**src/core/clock_mode_cfg.svh**
```systemverilog
`ifndef CLOCK_MODE_CFG_SVH
`define CLOCK_MODE_CFG_SVH

// Register offsets on the plain register port
`define CTRL1_ADDR 3'h0
`define CTRL2_ADDR 3'h1
`define TRIM_ADDR 3'h2
`define STATUS_ADDR 3'h3

// Reset values
`define CTRL1_RESET 8'h04
`define CTRL2_RESET 8'h40
`define TRIM_RESET 8'h80
`define FINE_RESET 1'h0

// Clock source codes, shared by select and state fields
`define SRC_FLL 2'h0
`define SRC_INT 2'h1
`define SRC_EXT 2'h2
`define SRC_RSV 2'h3

// Status field positions
`define ST_STATE_HI 3
`define ST_STATE_LO 2
`define ST_OSC_READY 1
`define ST_FINE 0

// Synchroniser bit positions
`define SY_INT 0
`define SY_EXT 1
`define SY_FLL 2
`define SY_STOP 3
`define SY_DBG 4
`define SY_OSC 5

// Timing counts in clk cycles or source edges
`define SWITCH_EDGES 3'h4
`define RELOCK_EDGES 3'h4
`define SWITCH_TIMEOUT 11'h400

`endif

```
**src/core/clock_mode_pkg.sv**
```systemverilog
package clock_mode_pkg;

    typedef struct packed {
        logic [1:0] clock_source_select;
        logic [2:0] ref_divider;
        logic internal_ref_select;
        logic int_ref_out_enable;
        logic int_ref_stop_keep;
    } ctrl1_type;

    typedef struct packed {
        logic [1:0] bus_divider;
        logic osc_range;
        logic osc_high_gain;
        logic fll_power_down_in_bypass;
        logic ext_osc_request;
        logic ext_ref_out_enable;
        logic ext_ref_stop_keep;
    } ctrl2_type;

    typedef enum logic [2:0] {
        SW_IDLE = 3'h1,
        SW_WAIT = 3'h2,
        SW_SWAP = 3'h4
    } switch_state_type;

endpackage : clock_mode_pkg

```
**src/core/fll_clock_mode_selector.sv**
```systemverilog
// The address map and the strobed register port were decided locally.
`timescale 1ns/1ps
`include "clock_mode_cfg.svh"

// Behaviour
// - Eight-bit trim lengthens internal reference period as value rises, binary weighted.
// - Fine trim bit adds smallest period step: set lengthens, clear shortens.
// - Mode state reports FLL, bypassed internal, or bypassed external (10); 11 reserved.
// - Mode state follows a source select write only after synchronisation.
// - Oscillator ready sets after startup when requested and external reference output enabled.
// - Oscillator ready clears only when external output enable or request clears.
// - Reset gives FLL engaged internal: source select 00, internal reference selected.
// - Engaged internal: system clock from FLL; debug clock and internal reference active.
// - Engaged external: FLL locks to divided external reference; debug clock available.
// - Bypassed internal, debug or no low power: FLL stays on, debug clock available.
// - Bypassed internal low power: FLL off, debug clock unavailable.
// - Bypassed external, debug or no low power: FLL stays on, debug clock available.
// - Bypassed external low power: FLL off, debug clock unavailable.
// - Stop halts all clocks; internal reference output kept if enabled and kept.
// - In stop external reference output runs only if enabled and kept.
// - After reference select change FLL relocks after a few divided reference cycles.
// - Source select change takes effect after a few cycles of the new clock.
// - Unavailable new source leaves the previous source driving the system clock.
// - Reference divider divides by two to the power of its code, 1 to 128.
// - Bus divider divides selected source by 1, 2, 4 or 8; resets to 2.
module fll_clock_mode_selector
    import clock_mode_pkg::*;
(
    input wire logic clk,
    input wire logic rst,
    input wire logic [2:0] addr,
    input wire logic [7:0] wdata,
    input wire logic wr,
    input wire logic rd,
    output logic [7:0] rdata,
    input wire logic int_ref_clk_in,
    input wire logic ext_ref_clk_in,
    input wire logic fll_clk_in,
    input wire logic stop_req,
    input wire logic debug_active,
    input wire logic osc_started,
    output logic system_clock_out,
    output logic debug_link_clock,
    output logic int_ref_clock_out,
    output logic ext_ref_clock_out,
    output logic fll_ref_clock,
    output logic fll_enable,
    output logic fll_relock,
    output logic osc_enable,
    output logic [8:0] ref_period_code,
    output logic [1:0] clock_mode_state
);

    ctrl1_type ctrl1;
    ctrl2_type ctrl2;
    logic [7:0] trim;
    logic fine_period_trim;
    logic osc_ready_flag;
    logic [5:0] sync1;
    logic [5:0] sync2;
    logic [5:0] sync3;
    switch_state_type sw_state;
    logic [1:0] pend_src;
    logic [2:0] edge_cnt;
    logic [10:0] wait_cnt;
    logic [6:0] bus_cnt;
    logic [6:0] ref_cnt;
    logic internal_ref_select_prev;
    logic relock_busy;
    logic [2:0] relock_cnt;
    logic swap_now;
    logic stop_s;
    logic dbg_s;
    logic ext_mode;
    logic low_power_bypass;
    logic next_fll_enable;
    logic ref_lvl;
    logic ref_rise;
    logic next_div_ref;
    logic div_rise;

    function automatic logic src_level(input logic [1:0] sel, input logic [5:0] v);
        unique case (sel)
            `SRC_FLL: src_level = v[`SY_FLL];
            `SRC_INT: src_level = v[`SY_INT];
            `SRC_EXT: src_level = v[`SY_EXT];
            default: src_level = 1'b0;
        endcase
    endfunction : src_level

    // Divide by 2**sel using a rising-edge counter
    function automatic logic div_tap(input logic [6:0] cnt, input logic lvl, input logic [2:0] sel);
        if (sel == 3'h0) begin
            div_tap = lvl;
        end else begin
            div_tap = cnt[sel - 3'h1];
        end
    endfunction : div_tap

    // Two-flop synchronisers plus a third stage for edge detection
    always_ff @(posedge clk or posedge rst) begin
        if (rst) begin
            sync1 <= 6'h00;
            sync2 <= 6'h00;
            sync3 <= 6'h00;
        end else begin
            sync1 <= {osc_started, debug_active, stop_req, fll_clk_in, ext_ref_clk_in, int_ref_clk_in};
            sync2 <= sync1;
            sync3 <= sync2;
        end
    end

    assign stop_s = sync2[`SY_STOP];
    assign dbg_s = sync2[`SY_DBG];

    // Register writes
    always_ff @(posedge clk or posedge rst) begin
        if (rst) begin
            ctrl1 <= `CTRL1_RESET;
            ctrl2 <= `CTRL2_RESET;
            trim <= `TRIM_RESET;
            fine_period_trim <= `FINE_RESET;
        end else if (wr) begin
            unique case (addr)
                `CTRL1_ADDR: begin
                    ctrl1 <= wdata;
                    if (wdata[7:6] == `SRC_RSV) begin
                        ctrl1.clock_source_select <= `SRC_FLL;
                    end
                end
                `CTRL2_ADDR: ctrl2 <= wdata;
                `TRIM_ADDR: trim <= wdata;
                `STATUS_ADDR: fine_period_trim <= wdata[`ST_FINE];
                default: ;
            endcase
        end
    end

    // Read data valid in the cycle after the strobe only
    always_ff @(posedge clk or posedge rst) begin
        if (rst) begin
            rdata <= 8'h00;
        end else begin
            rdata <= 8'h00;
            if (rd) begin
                unique case (addr)
                    `CTRL1_ADDR: rdata <= ctrl1;
                    `CTRL2_ADDR: rdata <= ctrl2;
                    `TRIM_ADDR: rdata <= trim;
                    `STATUS_ADDR: rdata <= {4'h0, clock_mode_state, osc_ready_flag, fine_period_trim};
                    default: rdata <= 8'h00;
                endcase
            end
        end
    end

    // Period code: trim in upper bits, fine trim as the least step
    always_ff @(posedge clk or posedge rst) begin
        if (rst) begin
            ref_period_code <= {`TRIM_RESET, `FINE_RESET};
        end else begin
            ref_period_code <= {trim, fine_period_trim};
        end
    end

    // Oscillator request and ready flag
    assign ext_mode = (clock_mode_state == `SRC_EXT)
        || (clock_mode_state == `SRC_FLL && !ctrl1.internal_ref_select);

    always_ff @(posedge clk or posedge rst) begin
        if (rst) begin
            osc_enable <= 1'b0;
            osc_ready_flag <= 1'b0;
        end else begin
            osc_enable <= ctrl2.ext_osc_request && (ctrl2.ext_ref_out_enable || ext_mode);
            if (!ctrl2.ext_ref_out_enable || !ctrl2.ext_osc_request) begin
                osc_ready_flag <= 1'b0;
            end else if (ext_mode || ctrl2.ext_ref_out_enable) begin
                if (sync2[`SY_OSC]) begin
                    osc_ready_flag <= 1'b1;
                end
            end
        end
    end

    function automatic logic src_avail(input logic [1:0] sel, input logic osc_need, input logic osc_rdy);
        unique case (sel)
            `SRC_FLL: src_avail = 1'b1;
            `SRC_INT: src_avail = 1'b1;
            `SRC_EXT: src_avail = !osc_need || osc_rdy;
            default: src_avail = 1'b0;
        endcase
    endfunction : src_avail

    assign swap_now = (sw_state == SW_SWAP) && (ctrl1.clock_source_select == pend_src)
        && !src_level(clock_mode_state, sync2) && !src_level(pend_src, sync2);

    // Source switch sequencer
    always_ff @(posedge clk or posedge rst) begin
        if (rst) begin
            sw_state <= SW_IDLE;
            clock_mode_state <= `SRC_FLL;
            pend_src <= `SRC_FLL;
            edge_cnt <= 3'h0;
            wait_cnt <= 11'h000;
        end else begin
            unique case (sw_state)
                SW_IDLE: begin
                    edge_cnt <= 3'h0;
                    wait_cnt <= 11'h000;
                    pend_src <= ctrl1.clock_source_select;
                    if (ctrl1.clock_source_select != clock_mode_state
                        && src_avail(ctrl1.clock_source_select, ctrl2.ext_osc_request, osc_ready_flag)) begin
                        sw_state <= SW_WAIT;
                    end
                end
                SW_WAIT: begin
                    wait_cnt <= wait_cnt + 11'h001;
                    if (ctrl1.clock_source_select != pend_src || wait_cnt == `SWITCH_TIMEOUT) begin
                        sw_state <= SW_IDLE;
                    end else if (edge_cnt == `SWITCH_EDGES) begin
                        sw_state <= SW_SWAP;
                    end else if (src_level(pend_src, sync2) && !src_level(pend_src, sync3)) begin
                        edge_cnt <= edge_cnt + 3'h1;
                    end
                end
                SW_SWAP: begin
                    wait_cnt <= wait_cnt + 11'h001;
                    if (swap_now) begin
                        clock_mode_state <= pend_src;
                        sw_state <= SW_IDLE;
                    end else if (ctrl1.clock_source_select != pend_src || wait_cnt == `SWITCH_TIMEOUT) begin
                        sw_state <= SW_IDLE;
                    end
                end
            endcase
        end
    end

    // Bus divider on the active source
    always_ff @(posedge clk or posedge rst) begin
        if (rst) begin
            bus_cnt <= 7'h00;
        end else if (swap_now) begin
            bus_cnt <= 7'h00;
        end else if (src_level(clock_mode_state, sync2) && !src_level(clock_mode_state, sync3)) begin
            bus_cnt <= bus_cnt + 7'h01;
        end
    end

    always_ff @(posedge clk or posedge rst) begin
        if (rst) begin
            system_clock_out <= 1'b0;
        end else begin
            system_clock_out <= !stop_s
                && div_tap(bus_cnt, src_level(clock_mode_state, sync2), {1'b0, ctrl2.bus_divider});
        end
    end

    // FLL power and debug link clock per mode
    assign low_power_bypass = (ctrl1.clock_source_select != `SRC_FLL)
        && ctrl2.fll_power_down_in_bypass && !dbg_s;
    assign next_fll_enable = !stop_s && !low_power_bypass;

    always_ff @(posedge clk or posedge rst) begin
        if (rst) begin
            fll_enable <= 1'b1;
            debug_link_clock <= 1'b0;
        end else begin
            fll_enable <= next_fll_enable;
            debug_link_clock <= next_fll_enable && sync2[`SY_FLL];
        end
    end

    // Reference outputs with stop-keep gating
    always_ff @(posedge clk or posedge rst) begin
        if (rst) begin
            int_ref_clock_out <= 1'b0;
            ext_ref_clock_out <= 1'b0;
        end else begin
            int_ref_clock_out <= sync2[`SY_INT] && ctrl1.int_ref_out_enable
                && (!stop_s || ctrl1.int_ref_stop_keep);
            ext_ref_clock_out <= sync2[`SY_EXT] && ctrl2.ext_ref_out_enable
                && (!stop_s || ctrl2.ext_ref_stop_keep);
        end
    end

    // FLL reference divider
    assign ref_lvl = ctrl1.internal_ref_select ? sync2[`SY_INT] : sync2[`SY_EXT];
    assign ref_rise = ctrl1.internal_ref_select ? (sync2[`SY_INT] && !sync3[`SY_INT])
        : (sync2[`SY_EXT] && !sync3[`SY_EXT]);
    assign next_div_ref = !stop_s && div_tap(ref_cnt, ref_lvl, ctrl1.ref_divider);
    assign div_rise = next_div_ref && !fll_ref_clock;

    always_ff @(posedge clk or posedge rst) begin
        if (rst) begin
            ref_cnt <= 7'h00;
            fll_ref_clock <= 1'b0;
        end else begin
            fll_ref_clock <= next_div_ref;
            if (ref_rise) begin
                ref_cnt <= ref_cnt + 7'h01;
            end
        end
    end

    // Relock after reference select change
    always_ff @(posedge clk or posedge rst) begin
        if (rst) begin
            internal_ref_select_prev <= 1'b1;
            relock_busy <= 1'b0;
            relock_cnt <= 3'h0;
            fll_relock <= 1'b0;
        end else begin
            internal_ref_select_prev <= ctrl1.internal_ref_select;
            fll_relock <= 1'b0;
            if (ctrl1.internal_ref_select != internal_ref_select_prev) begin
                relock_busy <= 1'b1;
                relock_cnt <= 3'h0;
            end else if (relock_busy && div_rise) begin
                if (relock_cnt == `RELOCK_EDGES - 3'h1) begin
                    fll_relock <= 1'b1;
                    relock_busy <= 1'b0;
                end else begin
                    relock_cnt <= relock_cnt + 3'h1;
                end
            end
        end
    end
endmodule : fll_clock_mode_selector

```
**config.mk**
```make
export PLATFORM = sky130hd
export DESIGN_NAME = fll_clock_mode_selector
export DESIGN_NICKNAME = d
export VERILOG_FILES = /design/src/core/clock_mode_pkg.sv /design/src/core/fll_clock_mode_selector.sv
export VERILOG_INCLUDE_DIRS = /design/src /design/src/core
export SDC_FILE = /design/constraint.sdc
export NUM_CORES = 1
export LEC_CHECK = 0
export BUFFER_PORTS_ARGS = -buffer_cell sky130_fd_sc_hd__clkbuf_2
export CAP_MARGIN = 30
export CORE_MARGIN = 10
export CORE_UTILIZATION = 45
export CTS_CLUSTER_SIZE = 10
export DETAILED_ROUTE_END_ITERATION = 10
export PLACE_DENSITY = 0.71
export SLEW_MARGIN = 20
export SYNTH_ARGS = -nofsm -noshare
export SYNTH_HDL_FRONTEND = slang
export SYNTH_SLANG_ARGS = --single-unit
```
**constraint.sdc**
```tcl
create_clock -name clk -period 3.4 [get_ports clk]
set_input_delay 0.17 -clock clk [delete_from_list [all_inputs] [get_ports clk]]
set_output_delay 0.17 -clock clk [all_outputs]
set_load 0.03 [all_outputs]
```
# Word-level counts from Yosys, hierarchy flattened
# Cells that the tools add are included.
op_classes:
  addsub: 7
  n_eq_ne: 27
  reduce_logical: 67
  n_lt_le_gt_ge: 2
  mux: 50
op_table:
  columns: ["operator", "count"]
  rows:
  - ["$mux 3", 11]
  - ["$pmux 8 s4", 1]
  - ["$mux 1", 24]
  - ["$logic_and 1x1->1", 22]
  - ["$pmux 11 s2", 1]
  - ["$reduce_and 2->1", 8]
  - ["$add 7x1->7 const B", 2]
  - ["$mux 7", 2]
  - ["$reduce_bool 2->1", 7]
  - ["$logic_not 1->1", 13]
  - ["$eq 3x2->1 const B", 4]
  - ["$pmux 1 s3", 4]
  - ["$add 11x1->11 const B", 1]
  - ["$eq 11x11->1 const B", 1]
  - ["$ne 2x2->1 const B", 5]
  - ["$pmux 3 s3", 1]
  - ["$eq 2x2->1 const B", 4]
  - ["$logic_not 2->1", 4]
  - ["$lt 3x4->1 const B", 2]
  - ["$mux 8", 1]
  - ["$logic_or 1x1->1", 7]
  - ["$add 3x1->3 const B", 2]
  - ["$bmux 1 s3", 2]
  - ["$eq 2x1->1 const B", 3]
  - ["16 further kinds", 21]
totals:
  ff_bits: 106
  elab_cells: 191

# Logic depth before layout (Yosys ltp)
# Gate-level depths: netlist of the first run.
logic_depth:
  ltp_word: 11
  ltp_mapped: 7
  depth_no_buf: 7

# Least setup slack after synthesis of the first run
# Ideal clock, no wire load.
synth_path:
  path_type: "reg-to-reg"
  start: "reg ctrl1[3] in the netlist's numbering"
  end: "reg relock_cnt[0]"
  t_arrival_ns: 1.914
  path_slack_ns: 1.357
  path_stages_with_launch: 8
  n_path_buf: 0
  setup_time_ns: 0.130
  required_ns: 3.270
  period_less_slack_ns: 2.043
  cell_sequence: "dfrtp_1 > inv_1 > ha_1 > mux4_2 > nor2b_1 > or4_4 > a21boi_0 > nor3_1"
synth_via:
  elab_chain_cells: 9
  elab_cells_between_ends: 10
synth_lines:
  columns: ["item", "line", "source"]
  rows:
  - ["start, declared", "fll_clock_mode_selector.sv:54", "ctrl1_type ctrl1;"]
  - ["start signal, assigned", "fll_clock_mode_selector.sv:119", "ctrl1 <= `CTRL1_RESET;"]
  - ["start signal, assigned", "fll_clock_mode_selector.sv:126", "ctrl1 <= wdata;"]
  - ["$sub 3x1->3", "fll_clock_mode_selector.sv:96", "div_tap = cnt[sel - 3'h1];"]
  - ["$bmux 1 s3", "fll_clock_mode_selector.sv:96", null]
  - ["$mux 1 (not written as such)", "fll_clock_mode_selector.sv:96", null]
  - ["$mux 1 (*)", "fll_clock_mode_selector.sv:93", "if (sel == 3'h0) begin"]
  - ["$logic_and 1x1->1 (*)", "fll_clock_mode_selector.sv:292", "assign next_div_ref = !stop_s && div_tap(ref_cnt, ref_lvl, ctrl1.ref_divider);"]
  - ["$logic_and 1x1->1 (*)", "fll_clock_mode_selector.sv:293", "assign div_rise = next_div_ref && !fll_ref_clock;"]
  - ["$logic_and 1x1->1 (*)", "fll_clock_mode_selector.sv:320", "end else if (relock_busy && div_rise) begin"]
  - ["$reduce_bool 2->1 (no line) (*)", null, null]
  - ["$reduce_and 2->1 (no line) (*)", null, null]
  - ["end signal, assigned", "fll_clock_mode_selector.sv:325", "relock_cnt <= relock_cnt + 3'h1;"]
  - ["end, declared", "fll_clock_mode_selector.sv:70", "logic [2:0] relock_cnt;"]
# Every way passes the cells marked *; elsewhere a longest branch is shown, timed or not. The select of a mux whose other input is x is not followed.
# A chain may end at the register's enable or synchronous reset.

# Worst setup path after layout of the first run
layout_path:
  start: "reg ctrl1[3] in the netlist's numbering"
  end: "reg relock_cnt[2]"
# The elaborated chain is that of the path after synthesis.

==> results of run 1 <==
## path summary, 6_finish.rpt
path / from / to / slack [ns] / depth (start not counted)
worst min-delay path: wdata[6] / ctrl2[6] / 0.04 / 3
worst min register to register: sync1[3] / sync2[3] / 0.36 / 0
worst max-delay path: ctrl1[3] / relock_cnt[2] / 1.18 / 7
min in group asynchronous: rst / wait_cnt[3] / 0.31 / 3
max in group asynchronous: rst / ctrl2[6] / 2.24 / 4
worst max register to register: ctrl1[3] / relock_cnt[2] / 1.18 / 7
## registers in the layout (all words and copies together), names as in the netlist, 7 cells and up
register         cells
ref_cnt              7
ref_period_code      9
ctrl2                8
trim                 8
wait_cnt            11
rdata                8
ctrl1                8
## routing by layer
layer  up-vias  track usage, %
met5         -               0
met4         0            3.32
met3         8            4.03
met2        62            20.1
met1      1454            16.3
li1       1425               -
## cell families (layout without fill, tap and decap cells)
| kind of cell | Yosys count | in the layout |
|---|---|---|
| fa+ha+maj | 11 | 11 |
| simple gates | 127 | 127 |
| compound gates | 48 | 48 |
| xor+xnor | 23 | 23 |
| mux | 40 | 40 |
| buf+inv | 33 | 91 |
| flops | 103 | 103 |
## power by group
| group | leakage, nW | internal, mW | total [mW] | switching [mW] |
|---|---|---|---|---|
| sequential | 1.29 | 1.47 | 1.67 | 0.200 |
| clock | 0.136 | 0.574 | 1.01 | 0.432 |
| combinational | 0.974 | 0.387 | 0.878 | 0.492 |
| total | 2.40 | 2.43 | 3.55 | 1.12 |
## tightest hold or removal path, delay by kind of cell
family,cells,cell delay (ns)
AO/OA/AOI/OAI,1,0.06
buffers and inverters,1,0.11
AND/OR/NAND/NOR,1,0.06
## placed cells by master, fill, tap and decap left out, types with 3 or more instances in the layout
| master | synthesis | final |
|---|---|---|
| xor2_1 | 13 | 13 |
| nor2_1 | 40 | 40 |
| nand3_1 | 12 | 12 |
| nand4_1 | 5 | 5 |
| nor3_1 | 6 | 6 |
| a21oi_1 | 11 | 11 |
| o22a_1 | 4 | 4 |
| nor2b_1 | 6 | 6 |
| nand2_1 | 23 | 23 |
| xnor2_1 | 10 | 10 |
| mux2_2 | 20 | 20 |
| mux2i_1 | 17 | 17 |
| nand2b_1 | 4 | 4 |
| ha_1 | 11 | 11 |
| dlygate4sd3_1 | 0 | 7 |
| clkbuf_8 | 0 | 9 |
| dfstp_2 | 7 | 7 |
| nor3b_1 | 4 | 4 |
| o211ai_1 | 3 | 3 |
| o21ai_0 | 14 | 14 |
| dfrtp_1 | 96 | 96 |
| bufinv_16 | 0 | 4 |
| clkbuf_2 | 0 | 47 |
| and3_1 | 6 | 6 |
| nand3b_1 | 5 | 5 |
| inv_1 | 19 | 18 |
## cell type report
| class | instances | area [um^2] |
|---|---|---|
| repair buffers | 56 | 320 |
| inverters | 19 | 73.8 |
| multi-input cells | 249 | 1770 |
| flip-flops and latches | 103 | 2590 |
| well taps | 133 | 166 |
| clock buffers | 9 | 124 |
| clock inverters | 7 | 149 |
| fillers | 850 | 4580 |
## timing repair
action                    4_1_cts  5_1_grt
hold endpoints to repair       29        0
hold buffers                    7        0
gates resized for setup         0        0
## stage by stage
step	hold slack (ns)	power [mW]	std cells	setup slack (ns)
detailed placement	0.164	2.57	553	1.17
global route	0.0492	3.77	576	0.938
CTS	0.0366	3.58	576	1.17
finish	0.0405	3.55	576	1.18
global placement	0.148	2.53	553	1.28
floorplan	0.201	2.33	385	0.538
==> summary.md, run 1 <==
| Metric | Value |
|---|---|
| Final instance area | `5190 um^2` |
| IO Port Bufs | `47` |
| Drt pass-1 iters | `4` |
| Via density | `5.12` |
| Max clock buf depth | `2` |
| Adder-cell area share of the yosys netlist | `3.06%` |
| Worst-Margin Slew | `0.865 ns` |
| N_diodes | `0` |
| Synth-to-Final Area Change | `15.3%` |
| Synth top area cells | `dfrtp_1 53%, mux2_2 5.0%, dfstp_2 4.1%, mux2i_1 3.8%, nor2_1 3.3%` |
| Met1 Wirelength | `4050 um` |
| Maximum vdd drop | `341 uV` |
| Hold Vio Cnt, Final | `0` |
| Number of global-route vias before repair | `3,118` |
| Leakage | `2.40 nW` |
| Worst EP required | `3.66 ns` |
| Register area share after synthesis | `57.5%` |
| Initial antenna violation count | `0` |
| Final core occ | `53.1%` |
| Clock-pin slew on the worst setup and hold paths | `0.10 ns` |
| Largest family of logic cells by synthesized area | `simple AND/OR/NAND/NOR gates` |
| CP bufs+invs | `1` |
| Residual DRC | `0` |
| FP Rows | `36` |
| CP endpoint kind | `flop` |
| Core area | `9770 um^2` |
| Max H-tree Level | `3` |
| Pin count of the biggest net entering global routing | `44` |
| Max Clk Rate | `450 MHz` |
| EDFF count, synth | `0` |
| Top sig layer | `met4` |
| Post-Syn Nets | `417` |
| Total CTS buffers | `9` |
| GRT Resource Usage Total | `12.6%` |
| Crit path max-delay cell type | `nor4_1` |
| Ys flop type | `dfrtp_1` |
| Initial Util | `46.0%` |
| Clock Latency Late Sink | `0.36 ns` |
| Crit path DAT | `2.48 ns` |
| TritonCTS clock tree | `yes` |
| CP peak stage delay | `0.46 ns` |
| Outcome | `completed` |
| Dpl hpwl | `6490 um` |
| Vias | `2,949` |
| RSZ-0062 raised after global routing | `no` |
| Post-synthesis compound-gate area fraction | `7.12%` |
| Syn Std Cell Area | `4500 um^2` |
| Post-layout min period | `2.22 ns` |
| First-pass GRT wire length | `15,000 um` |
| GP Congestion | `0.798` |
| Post-synthesis mux area share | `10.0%` |
| ANT nets after route | `0` |
| Final Net Count | `470` |
| Critical path's top delay family | `simple AND/OR/NAND/NOR gates` |
| Slew Viols, Final | `0` |
| Worst-path fanout max | `5` |
| Syn_area_per_cell | `11.7 um^2` |
| Die Height | `120 um` |
| Setup-failing EPs final | `0` |
| Clock sinks | `103` |
| Worst Hold Class | `input port to flop` |
| Setup_tns | `0 ns` |
| Die ar. | `14,400 um^2` |
| Met3 WL | `459 um` |
| WL met2 | `4180 um` |
| Top cell type's share of synthesized area | `53.4%` |
| Post-synth top cells | `96 x dfrtp_1, 40 x nor2_1, 23 x nand2_1` |
| Area of placed instances | `4850 um^2` |
| Final wirelength | `8770 um` |
| Synthesized-area fraction occupied by and/or/nand/nor cells | `14.7%` |
| Overflow after GRT | `0` |
| Cell variety after synth | `53` |
| Critical path cell sequence | `inv_1 -> ha_1 -> mux4_2 -> nor2b_1 -> nor4_1 -> o21ai_0 -> and3_1` |
| Post-synth top area cell | `dfrtp_1` |
| Final Cycle Share | `65.4%` |
| Relative slew slack | `42.1%` |
| Yosys reg bits | `103` |
| Cell with the most instances after synthesis | `dfrtp_1` |
| Max Cap Viol | `0` |
| Clock skew | `0.0109 ns` |
| Mapped Cells | `385` |
| Post-Synth XOR/XNOR Area | `4.48%` |
| CTS root buf | `clkbuf_8` |
| # IOs | `48` |
| Share of cells above drive strength 1 | `23.3%` |
| Initial DRC count | `214` |
| Synth async-reset ratio | `100%` |
| Wirelength per Cell | `15.2 um` |
| Post CTS Setup Buffer Count | `0` |
| WS Path Type | `flop to flop` |
| Power density cells | `685 nW/um^2` |
| Startpoint types | `flop` |
| Syn. warnings | `0` |
| Die Wd | `120 um` |
Power figures use the tool's default switching activity.
==> run 2: changes to the inputs <==
- ABC_AREA: not set -> 1
- PLACE_DENSITY: 0.71 -> 0.73
- clock period: 3.4 -> 1.8 ns (I/O delays scaled with it)
==> summary.md, run 2 <==
| Metric | Value |
|---|---|
| Hold Vio Cnt, Final | `0 (unchanged)` |
| Initial antenna violation count | `0 (unchanged)` |
| R2r setup slk | `0.14 ns (-1.04 ns)` |
| Die ar. | `14,400 um^2 (+0.21%)` |
| Setup-failing EPs final | `0 (unchanged)` |
| Post-Syn Nets | `517 (+24%)` |
| Vias | `3,364 (+14%)` |
| Max clock buf depth | `2 (unchanged)` |
| Yosys reg bits | `103 (unchanged)` |
| Max H-tree Level | `3 (unchanged)` |
| GRT Resource Usage Total | `12.7% (+0.042 points)` |
| Power density cells | `1320 nW/um^2 (+92%)` |
| Worst-path fanout max | `6 (+1)` |
| Initial DRC count | `256 (+20%)` |
| Die Height | `120 um (+0.10%)` |
| Synth async-reset ratio | `100% (unchanged)` |
| Relative slew slack | `58.2% (+16 points)` |
| Residual DRC | `0 (unchanged)` |
| Synth top area cells | `dfrtp_1 53%, nand2_1 9.3%, inv_1 5.4%, o21ai_0 4.4%, dfstp_2 4.1%` |
| Synth-to-Final Area Change | `16.0%` |
| TritonCTS clock tree | `yes` |
| Post-synth top area cell | `dfrtp_1` |
| Worst EP required | `2.05 ns (-1.61 ns)` |
| Via density | `4.89 (-4.5%)` |
| Final wirelength | `9040 um (+3.0%)` |
| Clock Latency Late Sink | `0.36 ns (about the same)` |
| Biggest register | `wait_cnt` |
| Clock-pin slew on the worst setup and hold paths | `0.11 ns (about the same)` |
| Cell with the most instances after synthesis | `nand2_1` |
| Ys flop type | `dfrtp_1` |
| Drt pass-1 iters | `4 (unchanged)` |
| Register area share after synthesis | `57.3% (-0.14 points)` |
| Startpoint types | `flop` |
| Top cell type's share of synthesized area | `53.2% (-0.13 points)` |
| Maximum vdd drop | `506 uV (+48%)` |
| Worst-Margin Slew | `0.623 ns (-0.242 ns)` |
| Cell variety after synth | `38 (-28%)` |
| Final Cycle Share | `92.3% (+27 points)` |
| Post-layout min period | `1.66 ns (-0.561 ns)` |
| Most common cell after layout, fill and taps aside | `nand2_1` |
| Worst slack, placed | `0.0298 ns (-1.14 ns)` |
| IO Port Bufs | `47 (unchanged)` |
| Commonest non-fill, non-tap cells in the layout | `112 x nand2_1, 95 x dfrtp_1, 64 x inv_1` |
| Max Cap Viol | `0 (unchanged)` |
| Clock skew | `0.0102 ns (-0.000619 ns)` |
| GP Congestion | `0.848 (+6.3%)` |
| # IOs | `48 (unchanged)` |
| EDFF count, synth | `0 (unchanged)` |
| Core area | `9770 um^2 (unchanged)` |
| Number of global-route vias before repair | `3,254 (+4.4%)` |
| Die Wd | `120 um (+0.10%)` |
| CP endpoint kind | `flop` |
| Syn_area_per_cell | `9.30 um^2 (-20%)` |
| Outcome | `completed` |
| Overflow after GRT | `0 (unchanged)` |
| N_diodes | `0 (unchanged)` |
| Final Net Count | `582 (+24%)` |
| Share of cells above drive strength 1 | `20.0% (-3.3 points)` |
| Max Clk Rate | `602 MHz (+34%)` |
| Dpl hpwl | `6730 um (+3.8%)` |
| Pin count of the biggest net entering global routing | `104 (+140%)` |
| ANT nets after route | `0 (unchanged)` |
| Initial Util | `46.2% (+0.12 points)` |
| Slew Viols, Final | `0 (unchanged)` |
| Final instance area | `5230 um^2 (+0.82%)` |
| WS Path Type | `flop to flop` |
| Leakage | `2.63 nW (+9.7%)` |
| Leading registers by flop count | `wait_cnt: 11 flops, ref_period_code: 9 flops` |
| Reg2reg path depth | `12 (+5)` |
| CTS root buf | `clkbuf_8` |
| Total CTS buffers | `9 (unchanged)` |
| Hold Crit Depth | `3 (unchanged)` |
| First-pass GRT wire length | `15,300 um (+1.9%)` |
| Post-synth top cells | `112 x nand2_1, 96 x dfrtp_1, 65 x inv_1` |
| Worst Hold Class | `input port to flop` |
| Crit path DAT | `1.91 ns (-0.57 ns)` |
| Syn. warnings | `0 (unchanged)` |
| Syn Std Cell Area | `4510 um^2 (+0.25%)` |
| Mapped Cells | `485 (+26%)` |
| FP Rows | `36 (unchanged)` |
| Slack of the critical path | `0.138 ns (-1.04 ns)` |
| Max reg flops | `11 (unchanged)` |
| Area of placed instances | `4920 um^2 (+1.5%)` |
| Wirelength per Cell | `13.1 um (-14%)` |
| Clock sinks | `103 (unchanged)` |
## run 2: changes by cell type in the layout (fill, tap and decap cells not counted), moves of 7 or more
cell | before | now
xnor2_1 | 10 | 3
nand3_1 | 12 | 26
inv_2 | 0 | 8
mux2i_1 | 17 | 0
mux2_2 | 20 | 1
inv_1 | 18 | 64
nand2_1 | 23 | 112
xor2_1 | 13 | 6
o21ai_0 | 14 | 40
## run 2: critical path, stage by stage, from the launching register on
cell     delay (ns)
dfrtp_2        0.44
inv_2          0.13
ha_4           0.23
nor2_1         0.10
nor2_1         0.05
nand2_1        0.06
nand3_2        0.08
nand2_1        0.07
nand3_2        0.09
nand2_2        0.12
nand2_2        0.08
nand2_1        0.06
nand2_1        0.05
## run 2: metal layers
| metal | vias to the layer above | part of all wire [%] | track usage [%] |
|---|---|---|---|
| met2 | 74 | 47 | 20.6 |
| li1 | 1694 | - | - |
| met5 | - | 0 | 0 |
| met3 | 9 | 5.1 | 3.28 |
| met4 | 0 | 1.5 | 4.22 |
| met1 | 1587 | 46 | 16.1 |
## run 2: path summary, 6_finish.rpt
check,startpoint,end
min in group asynchronous,rst,rdata[4]
max in group asynchronous,rst,internal_ref_select_prev
worst min register to register,sync1[5],sync2[5]
worst max-delay path,ctrl1[3],relock_cnt[1]
worst max register to register,ctrl1[3],relock_cnt[1]
worst min-delay path,wdata[4],trim[4]
## run 2: power breakdown
group / total, mW / leakage (nW) / switching [mW] / internal [mW]
registers: 3.18 / 1.30 / 0.390 / 2.79
logic: 2.19 / 1.22 / 1.43 / 0.764
clock network: 1.51 / 0.109 / 0.833 / 0.680
total: 6.89 / 2.63 / 2.65 / 4.24
## run 2: cell families (layout without fill, tap and decap cells)
logic type | after synthesis | in the layout | synth area share [%]
flops | 103 | 103 | 57.3
compound gates | 76 | 76 | 10.2
mux | 1 | 1 | 0.250
buf+inv | 77 | 147 | 6.63
xor+xnor | 9 | 9 | 1.75
fa+ha+maj | 11 | 11 | 3.05
simple gates | 208 | 208 | 20.8
## run 2: cell type report
type | instances | area [um^2]
Multi-Input combinational cell | 305 | 1640
Fill cell | 858 | 4540
Clock inverter | 7 | 87.6
Timing Repair Buffer | 58 | 350
Tap cell | 133 | 166
Clock buffer | 9 | 124
Inverter | 73 | 278
Sequential cell | 103 | 2590
## run 2: through the flow
step | util (%) | total power [mW] | hold WS (ns) | cells | setup TNS [ns]
final | 53.5 | 6.89 | 0.00751 | 688 | 0
after global routing | 53.5 | 7.40 | 0.0148 | 688 | -0.00121
after CTS | 53.3 | 6.93 | 0.00426 | 687 | 0
after detailed placement | 50.3 | 5.39 | 0.200 | 663 | 0
after global placement | 50.3 | 5.28 | 0.202 | 663 | 0
after floorplan | - | 4.81 | 0.121 | 485 | 0
## run 2: timing repair
action                                  CTS  global route
hold endpoints to repair                104             0
resized for setup                         0             2
endpoints found under the setup margin    0             3
hold buffers                              8             0
setup buffers                             0             1
